==> src/rtl/apd_consts.svh <==
/*
 Constants for the pacer and DMA request block: offsets, fields, values, counts.
 Assumes inclusion by the package and modules; definitions only.
*/
`ifndef APD_CONSTS_SVH
`define APD_CONSTS_SVH
`define APD_OFF_DMA_CTRL 4'h9
`define APD_OFF_PACER_EN 4'ha
`define APD_OFF_DIV1 4'hd
`define APD_OFF_DIV2 4'he
`define APD_OFF_MODE 4'hf
`define APD_OFF_STATUS 4'h0
`define APD_MODE_CNT1_SQ 8'h76
`define APD_MODE_CNT2_SQ 8'hb6
`define APD_CTRL_DMA_EN_BIT 2
`define APD_CTRL_SRC_LO 0
`define APD_CTRL_RESET 8'h00
`define APD_PACER_EN_RESET 8'h01
`define APD_CLK_HZ 10000000
`define APD_BASE_HI_HZ 10000000
`define APD_BASE_LO_HZ 1000000
`define APD_BASE_LO_DIV (`APD_CLK_HZ / `APD_BASE_LO_HZ)
`define APD_BASE_HI_DIV (`APD_CLK_HZ / `APD_BASE_HI_HZ)
`define APD_SRC_PACER 2'h3
`define APD_SRC_EXT 2'h2
`endif

==> src/rtl/apd_pkg.sv <==
/*
 Types shared by both ends of the pacer and DMA request link.
 Assumes the constants header is available for include.
*/
package apd_pkg;
   typedef logic [3:0] apd_addr_t;
   typedef logic [7:0] apd_byte_t;
   typedef enum logic [2:0] {
      APD_H_IDLE = 3'h1,
      APD_H_WAIT = 3'h2,
      APD_H_ACK = 3'h4
   } apd_host_state_t;
endpackage

==> src/rtl/apd_link_if.sv <==
/*
 Link between the acquisition device and the host side: byte-wide I/O cycle,
 DMA request and acknowledge. Assumes one common clock.
*/
`timescale 1ns/1ps
interface apd_link_if;
   logic [3:0] io_addr;
   logic [7:0] io_wdata;
   logic io_wr;
   logic io_rd;
   logic [7:0] io_rdata;
   logic dma_req;
   logic dma_ack;
   modport dev (
      input io_addr,
      input io_wdata,
      input io_wr,
      input io_rd,
      output io_rdata,
      output dma_req,
      input dma_ack
   );
   modport host (
      output io_addr,
      output io_wdata,
      output io_wr,
      output io_rd,
      input io_rdata,
      input dma_req,
      output dma_ack
   );
endinterface

==> src/rtl/apd_sq_counter.sv <==
/*
 One 16-bit square-wave counter, advanced by a one-cycle count enable.
 Assumes divisor loads come as a whole word with a load strobe.
*/
`timescale 1ns/1ps
module apd_sq_counter (
   input wire logic clock,
   input wire logic rstn,
   input wire logic armed,
   input wire logic load,
   input wire logic [15:0] divisor,
   input wire logic tick,
   output logic out_q,
   output logic edge_q
);
   import apd_pkg::*;
   logic [15:0] cnt_q;
   logic [15:0] div_q;
   logic run_q;

   // High for (N+1)/2 ticks and low for N/2 ticks, both rounded down, repeating.
   function automatic logic [15:0] half(input logic [15:0] n, input logic hi);
      // The sum is widened so that a divisor of 65535 does not wrap to zero.
      half = hi ? 16'((17'(n) + 17'h00001) >> 1) : 16'(n >> 1);
   endfunction

   always_ff @(posedge clock or negedge rstn) begin
      if (!rstn) begin
         div_q <= 16'h0002;
         run_q <= 1'b0;
      end else if (load) begin
         div_q <= divisor;
         run_q <= armed;
      end
   end

   always_ff @(posedge clock or negedge rstn) begin
      if (!rstn) begin
         cnt_q <= 16'h0001;
         out_q <= 1'b1;
         edge_q <= 1'b0;
      end else begin
         edge_q <= 1'b0;
         if (load) begin
            cnt_q <= half(divisor, 1'b1);
            out_q <= 1'b1;
         end else if (run_q && tick) begin
            if (cnt_q <= 16'h0001) begin
               out_q <= ~out_q;
               edge_q <= out_q;
               cnt_q <= half(div_q, ~out_q);
            end else begin
               cnt_q <= cnt_q - 16'h0001;
            end
         end
      end
   end
endmodule

==> src/rtl/apd_device.sv <==
/*
 Device end: pacer made of two cascaded square-wave counters and a DMA request
 per trigger. Assumes the host end drives byte I/O cycles on the shared clock.
*/
// Chosen here: strobed register access.
`timescale 1ns/1ps
`include "apd_consts.svh"
module apd_device (
   input wire logic clock,
   input wire logic rstn,
   apd_link_if.dev link,
   input wire logic base_clock_select,
   input wire logic dma_channel_select,
   input wire logic ext_trigger,
   output logic conv_start_q,
   output logic dma_ch1_req_q,
   output logic dma_ch3_req_q
);
   import apd_pkg::*;
   logic [7:0] ctrl_q;
   logic [7:0] pacer_en_q;
   logic [7:0] div1_lo_q;
   logic [7:0] div1_hi_q;
   logic [7:0] div2_lo_q;
   logic [7:0] div2_hi_q;
   logic div1_hi_next_q;
   logic div2_hi_next_q;
   logic mode1_q;
   logic mode2_q;
   logic load1_q;
   logic load2_q;
   logic [3:0] pre_q;
   logic base_tick_q;
   logic sel_s1_q, sel_s2_q, ch_s1_q, ch_s2_q, ext_s1_q, ext_s2_q, ext_s3_q;
   logic out1, edge1, out2, edge2;
   logic req_q;
   logic [7:0] rdata_q;
   logic trig;
   logic [3:0] base_div;

   always_ff @(posedge clock or negedge rstn) begin
      if (!rstn) begin
         sel_s1_q <= 1'b0;
         sel_s2_q <= 1'b0;
         ch_s1_q <= 1'b0;
         ch_s2_q <= 1'b0;
         ext_s1_q <= 1'b0;
         ext_s2_q <= 1'b0;
         ext_s3_q <= 1'b0;
      end else begin
         sel_s1_q <= base_clock_select;
         sel_s2_q <= sel_s1_q;
         ch_s1_q <= dma_channel_select;
         ch_s2_q <= ch_s1_q;
         ext_s1_q <= ext_trigger;
         ext_s2_q <= ext_s1_q;
         ext_s3_q <= ext_s2_q;
      end
   end

   // The base rate is a tick enable; the high rate ticks on every clock.
   assign base_div = sel_s2_q ? 4'(`APD_BASE_HI_DIV) : 4'(`APD_BASE_LO_DIV);

   always_ff @(posedge clock or negedge rstn) begin
      if (!rstn) begin
         pre_q <= 4'h0;
         base_tick_q <= 1'b0;
      end else if (pre_q >= base_div - 4'h1) begin
         pre_q <= 4'h0;
         base_tick_q <= 1'b1;
      end else begin
         pre_q <= pre_q + 4'h1;
         base_tick_q <= 1'b0;
      end
   end

   // Register writes; a mode write rearms the byte pointer of its counter.
   always_ff @(posedge clock or negedge rstn) begin
      if (!rstn) begin
         ctrl_q <= `APD_CTRL_RESET;
         pacer_en_q <= `APD_PACER_EN_RESET;
         div1_lo_q <= 8'h00;
         div1_hi_q <= 8'h00;
         div2_lo_q <= 8'h00;
         div2_hi_q <= 8'h00;
         div1_hi_next_q <= 1'b0;
         div2_hi_next_q <= 1'b0;
         mode1_q <= 1'b0;
         mode2_q <= 1'b0;
         load1_q <= 1'b0;
         load2_q <= 1'b0;
      end else begin
         load1_q <= 1'b0;
         load2_q <= 1'b0;
         if (link.io_wr) begin
            case (link.io_addr)
               `APD_OFF_DMA_CTRL: ctrl_q <= link.io_wdata;
               `APD_OFF_PACER_EN: pacer_en_q <= link.io_wdata;
               `APD_OFF_MODE: begin
                  if (link.io_wdata == `APD_MODE_CNT1_SQ) begin
                     mode1_q <= 1'b1;
                     div1_hi_next_q <= 1'b0;
                  end
                  if (link.io_wdata == `APD_MODE_CNT2_SQ) begin
                     mode2_q <= 1'b1;
                     div2_hi_next_q <= 1'b0;
                  end
               end
               `APD_OFF_DIV1: begin
                  if (div1_hi_next_q) begin
                     div1_hi_q <= link.io_wdata;
                     load1_q <= 1'b1;
                  end else begin
                     div1_lo_q <= link.io_wdata;
                  end
                  div1_hi_next_q <= ~div1_hi_next_q;
               end
               `APD_OFF_DIV2: begin
                  if (div2_hi_next_q) begin
                     div2_hi_q <= link.io_wdata;
                     load2_q <= 1'b1;
                  end else begin
                     div2_lo_q <= link.io_wdata;
                  end
                  div2_hi_next_q <= ~div2_hi_next_q;
               end
               default: ;
            endcase
         end
      end
   end

   // Counter zero is not built; its offset reads as zero.
   apd_sq_counter u_first (
      .clock(clock),
      .rstn(rstn),
      .armed(mode1_q),
      .load(load1_q),
      .divisor({div1_hi_q, div1_lo_q}),
      .tick(base_tick_q & ~pacer_en_q[0]),
      .out_q(out1),
      .edge_q(edge1)
   );

   // The falling edge of counter one is the clock of counter two.
   apd_sq_counter u_second (
      .clock(clock),
      .rstn(rstn),
      .armed(mode2_q),
      .load(load2_q),
      .divisor({div2_hi_q, div2_lo_q}),
      .tick(edge1),
      .out_q(out2),
      .edge_q(edge2)
   );

   always_comb begin
      case (ctrl_q[1:0])
         `APD_SRC_PACER: trig = edge2 & ~pacer_en_q[0];
         `APD_SRC_EXT: trig = ext_s2_q & ~ext_s3_q;
         default: trig = 1'b0;
      endcase
   end

   // Request holds until acknowledged or the DMA enable bit is cleared; a new trigger in an acknowledge cycle wins.
   always_ff @(posedge clock or negedge rstn) begin
      if (!rstn) begin
         conv_start_q <= 1'b0;
         req_q <= 1'b0;
         dma_ch1_req_q <= 1'b0;
         dma_ch3_req_q <= 1'b0;
      end else begin
         conv_start_q <= trig;
         if (trig && ctrl_q[`APD_CTRL_DMA_EN_BIT]) begin
            req_q <= 1'b1;
         end else if (link.dma_ack || !ctrl_q[`APD_CTRL_DMA_EN_BIT]) begin
            req_q <= 1'b0;
         end
         dma_ch1_req_q <= req_q & ~ch_s2_q;
         dma_ch3_req_q <= req_q & ch_s2_q;
      end
   end

   assign link.dma_req = req_q;

   always_ff @(posedge clock or negedge rstn) begin
      if (!rstn) begin
         rdata_q <= 8'h00;
      end else if (link.io_rd) begin
         case (link.io_addr)
            `APD_OFF_DMA_CTRL: rdata_q <= ctrl_q;
            `APD_OFF_PACER_EN: rdata_q <= pacer_en_q;
            `APD_OFF_DIV1: rdata_q <= div1_hi_next_q ? div1_lo_q : div1_hi_q;
            `APD_OFF_DIV2: rdata_q <= div2_hi_next_q ? div2_lo_q : div2_hi_q;
            `APD_OFF_STATUS: rdata_q <= {4'h0, req_q, out2, out1, mode2_q & mode1_q};
            default: rdata_q <= 8'h00;
         endcase
      end else begin
         rdata_q <= 8'h00;
      end
   end

   assign link.io_rdata = rdata_q;
endmodule

==> src/flat_wrapper.sv <==
// flat-port wrapper written by rule: the top's interface ports become plain ports
module apd_device_flat import apd_pkg::*;
  (clock, rstn, base_clock_select, dma_channel_select, ext_trigger, conv_start_q, dma_ch1_req_q, dma_ch3_req_q, link_io_addr, link_io_wdata, link_io_wr, link_io_rd, link_io_rdata, link_dma_req, link_dma_ack);
  apd_link_if link_i ();
  input wire logic clock;
  input wire logic rstn;
  input wire logic base_clock_select;
  input wire logic dma_channel_select;
  input wire logic ext_trigger;
  output logic conv_start_q;
  output logic dma_ch1_req_q;
  output logic dma_ch3_req_q;
  input wire logic [$bits(link_i.io_addr)-1:0] link_io_addr;
  input wire logic [$bits(link_i.io_wdata)-1:0] link_io_wdata;
  input wire logic [$bits(link_i.io_wr)-1:0] link_io_wr;
  input wire logic [$bits(link_i.io_rd)-1:0] link_io_rd;
  output wire logic [$bits(link_i.io_rdata)-1:0] link_io_rdata;
  output wire logic [$bits(link_i.dma_req)-1:0] link_dma_req;
  input wire logic [$bits(link_i.dma_ack)-1:0] link_dma_ack;
  assign link_i.io_addr = link_io_addr;
  assign link_i.io_wdata = link_io_wdata;
  assign link_i.io_wr = link_io_wr;
  assign link_i.io_rd = link_io_rd;
  assign link_io_rdata = link_i.io_rdata;
  assign link_dma_req = link_i.dma_req;
  assign link_i.dma_ack = link_dma_ack;
  apd_device u_core (.clock(clock), .rstn(rstn), .link(link_i), .base_clock_select(base_clock_select), .dma_channel_select(dma_channel_select), .ext_trigger(ext_trigger), .conv_start_q(conv_start_q), .dma_ch1_req_q(dma_ch1_req_q), .dma_ch3_req_q(dma_ch3_req_q));
endmodule
==> config.mk <==
export PLATFORM = sky130hd
export DESIGN_NAME = apd_device_flat
export DESIGN_NICKNAME = d
export VERILOG_FILES = /design/src/rtl/apd_pkg.sv /design/src/rtl/apd_link_if.sv /design/src/rtl/apd_sq_counter.sv /design/src/rtl/apd_device.sv /design/src/flat_wrapper.sv
export VERILOG_INCLUDE_DIRS = /design/src /design/src/rtl
export SDC_FILE = /design/constraint.sdc
export NUM_CORES = 1
export LEC_CHECK = 0
export BUFFER_PORTS_ARGS = -buffer_cell sky130_fd_sc_hd__buf_4
export CAP_MARGIN = 10
export CELL_PAD_IN_SITES_DETAIL_PLACEMENT = 1
export CELL_PAD_IN_SITES_GLOBAL_PLACEMENT = 1
export CORE_MARGIN = 4
export CORE_UTILIZATION = 45
export DETAILED_ROUTE_END_ITERATION = 7
export PLACE_DENSITY = 0.88
export SLEW_MARGIN = 20
export SYNTH_ARGS = -nofsm -noshare
export SYNTH_HDL_FRONTEND = slang
export SYNTH_SLANG_ARGS = --single-unit
==> constraint.sdc <==
create_clock -name clock -period 2.1 [get_ports clock]
set_input_delay 0.105 -clock clock [delete_from_list [all_inputs] [get_ports clock]]
set_output_delay 0.105 -clock clock [all_outputs]
set_load 0.005 [all_outputs]
==> flow_summary.yaml, run 1 <==
final_layout:
  final_cell_mix: "dfrtp_1 (141), buf_4 (115), mux2_2 (86), nand2_1 (54), nor2_1 (44)"
  final_cell_count_no_fill: 1156
  mostFrequentLayoutCell: "dfrtp_1"
  drive_above_1_share_pct: 39.1
  nets: 945
  antenna_cells: 0
  utilization_pct: 59.5
  synthToLayoutAreaGrowth_pct: 30.2
  fin_area_mm2: 0.0107
synthesis:
  ys_ff_latch: 148
  synth.area.mux_share_pct: 13.4
  synth-xor-area-share_pct: 7.04
  synth_edf_count: 0
  ys_seq_area_share_pct: 45.2
  synth_compound_area_share_pct: 11.4
  synth-simple-area-share_pct: 18.0
  avgSynthCellArea_um2: 10.4
  synth_cell_types: 69
  synth_warnings: 0
  synth_top_family_by_area: "simple AND/OR/NAND/NOR gates"
  syn_area_mm2: 0.00821
  syn_inst: 790
  synthesis.nets: 821
  ys_async_sr_fraction_pct: 100
  synth-main-ff-cell: "dfrtp_1"
  synth_fa_ha_area_share_pct: 1.68
power_and_ir_drop:
  power.leakage_nw: 4.62
  p_total_mw: 12.3
  irDropWorstVdd_v: 0.00109
  pwr_density_cell_mw_per_mm2: 1150
floorplanning:
  rows: 49
  start_util_pct: 45.7
  die_x_um: 143
  die_h_um: 143
  pin_count: 32
  core_mm2: 0.0180
  die-area_mm2: 0.0205
setup_path:
  required_ns: 2.42
  r2r-start: "u_core.u_first.div_q[1]"
  cp_max_fo: 4
  rr_worst_depth: 7
  r2r_end: "u_core.u_first.cnt_q[14]"
  crit_type: "reg2reg"
  end_kind: "register"
  start_kind: "register"
  cp.arrival_ns: 2.92
  rrSetupSlack_ns: -0.50
route:
  drt-total-wl_mm: 40.9
  drc_errors: 0
  wl_met1_mm: 14.2
  wl_met2_mm: 18.8
  dr.pass1.iters: 5
  drtAntennaViolNets: 0
  highest_layer: "met4"
  vias: 8599
  route.met3.wl_mm: 4.22
  vias_per_cell: 7.44
  wl_per_cell_um: 35.4
  drtIter0Drc: 1376
flow_run:
  cap_violations: 0
placed_design:
  numPortBuffers: 31
  postPlaceCellArea_mm2: 0.00920
  dp_slack_ns: -0.216
  gp_congestion: 0.872
  dp_cells: 1092
  hpwl_mm: 19.2
timing:
  finalCriticalPeriod_ns: 2.60
  clock_skew_ns: 0.0154
  worst_slew_pin_slew_ns: 0.799
  holdWs_ns: 0.0263
  slew_viol_final: 0
  finalSetupViolCount: 32
  setup_ws_ns: -0.502
  fmax_mhz: 384
  fin_tns_setup_ns: -4.75
  finalCritPeriodShare_pct: 124
  rsz0062_at_grt: "true"
  hold_viol_final: 0
  slew_headroom_pct: 46.7
global_route:
  grt_max_degree: 63
  grt-ovfl-total: 0
  gr-usage-all-layers_pct: 35.1
  grt_pass1_vias: 8503
  antenna_found_initial: 0
  grt_pass1_wl_mm: 54.0
status:
  violations: "setup timing"
  status: "complete, but fails checks"
cts:
  cts_buffers: 17
  cts_tree: "done"
  clkTransAtPathRegs_ns: 0.08
  clock_latency_ns: 0.45
  clockRootBuffer: "clkbuf_16"
  cts_num_sinks: 148
  clock_path_buffers: 2
  htreeDepth: 4
worst_hold_path:
  min_from: "link_io_wdata[0]"
  hold_class: "in2reg"
  min_path_cells: 2
  worstHoldEndpoint: "u_core.div1_hi_q[0]"
cells in the mapped netlist, types with 3 or more instances:
library cell,instances,area [µm²]
and3_1,11,68.8
mux2i_1,12,120
inv_1,19,71.3
a32oi_1,3,26.3
nor3_1,23,115
nor2_1,48,180
nand2b_1,8,50.1
and2_1,3,18.8
nand4b_1,3,26.3
a221oi_1,11,96.3
nor2b_1,7,43.8
a21oi_1,36,180
mux2_2,87,980
xor2_1,33,289
o211ai_1,10,75.1
a22oi_1,14,105
clkbuf_1,30,113
dfrtp_1,141,3530
or4_1,3,22.5
o21ai_0,25,125
ha_1,11,138
nand3_1,29,145
o21a_1,3,22.5
dfstp_2,7,184
buf_2,3,15.0
or3_1,5,31.3
xnor2_1,33,289
nor3b_1,4,30.0
and4_1,10,87.6
a211o_1,3,26.3
a31oi_1,9,56.3
nand4_1,16,100
nor4_1,16,100
nand2_1,58,218
buf_6,4,45.0
a21o_1,3,22.5
buf_4,3,22.5
repair_timing:
item / in CTS / in global routing
hold buffers: 10 / 1
buffers inserted: 6 / 13
gates cloned: 2 / 1
pin swaps: 12 / 44
endpoints found under the hold margin: 156 / 3
setup endpoints to repair: 24 / 35
resized for setup: 40 / 95
power breakdown:
group          switching, mW  internal, mW
Combinational           2.41          1.94
Sequential              1.10          3.47
Clock                   1.64          1.74
kinds of logic after synthesis:
logic type / after synthesis
simple gates: 266
flops: 148
compound gates: 139
mux: 99
xor+xnor: 66
buf+inv: 61
fa+ha+maj: 11
per-layer routing:
| layer | vias to the layer above | track usage, % |
|---|---|---|
| met5 | - | 0 |
| met4 | 0 | 21.7 |
| met3 | 323 | 7.90 |
| met2 | 906 | 57.6 |
| met1 | 4229 | 41.9 |
| li1 | 3141 | - |
flip-flops by register name, indices dropped and copies added, names as in the netlist, 4 cells and up:
signal / count
u_core.pacer_en_q: 8
u_core.u_first.div_q: 16
u_core.u_second.cnt_q: 16
u_core.ctrl_q: 8
u_core.u_first.cnt_q: 16
u_core.div1_hi_q: 8
u_core.div2_lo_q: 8
u_core.div2_hi_q: 8
u_core.pre_q: 4
u_core.u_second.div_q: 16
u_core.div1_lo_q: 8
u_core.link.io_rdata: 8
cell type report:
cell class	instances	area, µm²
inverter	19	71.3
tap	229	287
timing repair buffer	147	1250
sequential	148	3710
clock inverter	15	200
clock buffer	17	425
fill	1820	7270
multi-input combinational	581	4740
critical path: stages (launching register included):
cell	delay [ns]
dfstp_2	0.59
nand4b_1	0.18
nor4_1	0.60
buf_4	0.25
nand3_1	0.11
xnor2_1	0.34
a21oi_2	0.13
a211o_1	0.27
worst max-delay path by stage:
| stage | start | end | cells past startpoint |
|---|---|---|---|
| final | u_core.u_first.div_q[1] | u_core.u_first.cnt_q[14] | 7 |
| after global routing | u_core.u_first.div_q[1] | u_core.u_first.cnt_q[14] | 7 |
| after CTS | u_core.u_first.cnt_q[6] | u_core.u_first.cnt_q[12] | 6 |
| after detailed placement | u_core.u_first.cnt_q[6] | u_core.u_first.cnt_q[0] | 6 |
| after global placement | u_core.u_first.cnt_q[6] | u_core.u_first.cnt_q[0] | 6 |
| after floorplan | u_core.u_first.cnt_q[6] | u_core.u_first.cnt_q[1] | 6 |
(Power assumes the default switching activity.)
==> run 2: changes to the inputs <==
CELL_PAD_IN_SITES_DETAIL_PLACEMENT = 0   (was 1)
SKIP_LAST_GASP = 1   (was unset)
==> run 2 against run 1 <==
Sequential power down 6.8%. Fmax up 20%. Critical path type unchanged. The run still ends with setup timing left. Count of clock-buffer cells in the layout unchanged. Critical path depth down 1. Register-to-register slack better by 0.43 ns. Power down 13%. Final area down 4.0%. Final cell count down 1.0%. Combinational power down 25%. Non-clock buffer count down 12. Clock skew down 0.0034 ns.
==> flow_summary.yaml, run 2 (same netlist as run 1, synthesis figures left out) <==
cts:
  clkTransAtPathRegs_ns: 0.07
  cts_num_sinks: 148
  cts_buffers: 17
  htreeDepth: 4
  clock_latency_ns: 0.42
  cts_tree: "done"
  clockRootBuffer: "clkbuf_16"
  clock_path_buffers: 2
final_layout:
  final_cell_count_no_fill: 1144
  utilization_pct: 57.1
  antenna_cells: 0
  drive_above_1_share_pct: 34.3
  final_cell_mix: "dfrtp_1 (141), buf_4 (118), mux2_2 (87), nand2_1 (57), nor2_1 (46)"
  nets: 933
  fin_area_mm2: 0.0103
  mostFrequentLayoutCell: "dfrtp_1"
  synthToLayoutAreaGrowth_pct: 25.0
setup_path:
  max_stage_delay_ns: 0.58
  cpMaxStageDelayCell: "or4_4"
  required_ns: 2.41
  worst_path_most_repeated_cell: "or4_4"
  cp.arrival_ns: 2.48
  cp_max_fo: 7
  start_kind: "register"
  crit_type: "reg2reg"
  cp_cell_sequence: "or4_4 -> or4_4 -> buf_6 -> nor2_4 -> nand2_1 -> a32o_1"
  end_kind: "register"
global_route:
  grt_pass1_vias: 6625
  grt-ovfl-total: 0
  antenna_found_initial: 0
  gr-usage-all-layers_pct: 21.7
  grt_max_degree: 63
  grt_pass1_wl_mm: 35.0
power_and_ir_drop:
  power.leakage_nw: 4.47
  pwr_density_cell_mw_per_mm2: 1040
  irDropWorstVdd_v: 0.000688
route:
  dr.pass1.iters: 5
  drtIter0Drc: 456
  wl_per_cell_um: 19.1
  drt-total-wl_mm: 21.8
  drtAntennaViolNets: 0
  vias: 6683
  vias_per_cell: 5.84
  drc_errors: 0
floorplanning:
  die_x_um: 143
  die-area_mm2: 0.0205
  die_h_um: 143
  start_util_pct: 45.7
  core_mm2: 0.0180
  rows: 49
  pin_count: 32
placed_design:
  gp_congestion: 0.872
  numPortBuffers: 31
  dp_cells: 1092
  postPlaceCellArea_mm2: 0.00920
  hpwl_mm: 15.2
timing:
  fmax_mhz: 459
  hold_viol_final: 0
  rsz0062_at_grt: "true"
  worst_slew_pin_slew_ns: 0.690
  fin_tns_setup_ns: -0.420
  setup_ws_ns: -0.0769
  holdWs_ns: 0.00995
  finalCriticalPeriod_ns: 2.18
  slew_headroom_pct: 54.0
  slew_viol_final: 0
  finalSetupViolCount: 12
  finalCritPeriodShare_pct: 104
  clock_skew_ns: 0.0120
worst_hold_path:
  hold_class: "in2reg"
flow_run:
  cap_violations: 0
status:
  status: "complete, but fails checks"
  violations: "setup timing"
## run 2: metal layers
metal	up-vias	part of all wire, %	track usage (%)
li1	3130	-	-
met1	3333	45	29.6
met2	188	48	35.4
met3	32	4.7	4.32
met4	0	1.8	6.00
met5	-	0	0
## run 2: through the flow
step / total power, mW / setup WS [ns]
after floorplan: 5.84 / 0.0182
after global placement: 6.99 / -0.143
after detailed placement: 7.09 / -0.143
after CTS: 10.3 / -0.0464
after global routing: 11.2 / -0.139
final: 10.7 / -0.0769
## run 2: power by group
part,internal [mW],switching [mW]
clock,1.81,1.33
combinational,1.66,1.59
sequential,3.48,0.788
## run 2: final timing paths
kind	endpoint	slack [ns]	depth (start not counted)	start
hold / removal	u_core.ctrl_q[1]	0.01	2	link_io_wdata[1]
max in group asynchronous	u_core.u_first.out_q	1.21	3	rstn
min in group asynchronous	u_core.u_first.cnt_q[2]	0.17	2	rstn
setup / recovery	u_core.u_first.cnt_q[12]	-0.08	6	u_core.u_first.cnt_q[6]
setup reg to reg	u_core.u_first.cnt_q[12]	-0.08	6	u_core.u_first.cnt_q[6]
hold reg to reg	u_core.sel_s2_q	0.35	0	u_core.sel_s1_q
## run 2: critical path, delay by kind of cell, from the launching register on
kind	cells	cell delay [ns]
and+or+nand+nor	4	1.27
buffers and inverters	1	0.16
DFF	1	0.38
AOI/OAI and AO/OA	1	0.26
## run 2: final cells by class
class	count	area, µm²
Fill cell	1499	7700
Multi-Input combinational cell	581	4490
Sequential cell	148	3710
Timing Repair Buffer	135	1100
Clock buffer	17	425
Tap cell	229	287
Clock inverter	15	188
Inverter	19	71.3
## run 2: timing repair
action | CTS | global route
setup buffers | 3 | 7
endpoints found under the setup margin | 16 | 31
pin swaps | 1 | 25
hold buffers | 8 | 0
gates resized for setup | 7 | 61
gates cloned | 1 | 1
endpoints found under the hold margin | 148 | 0
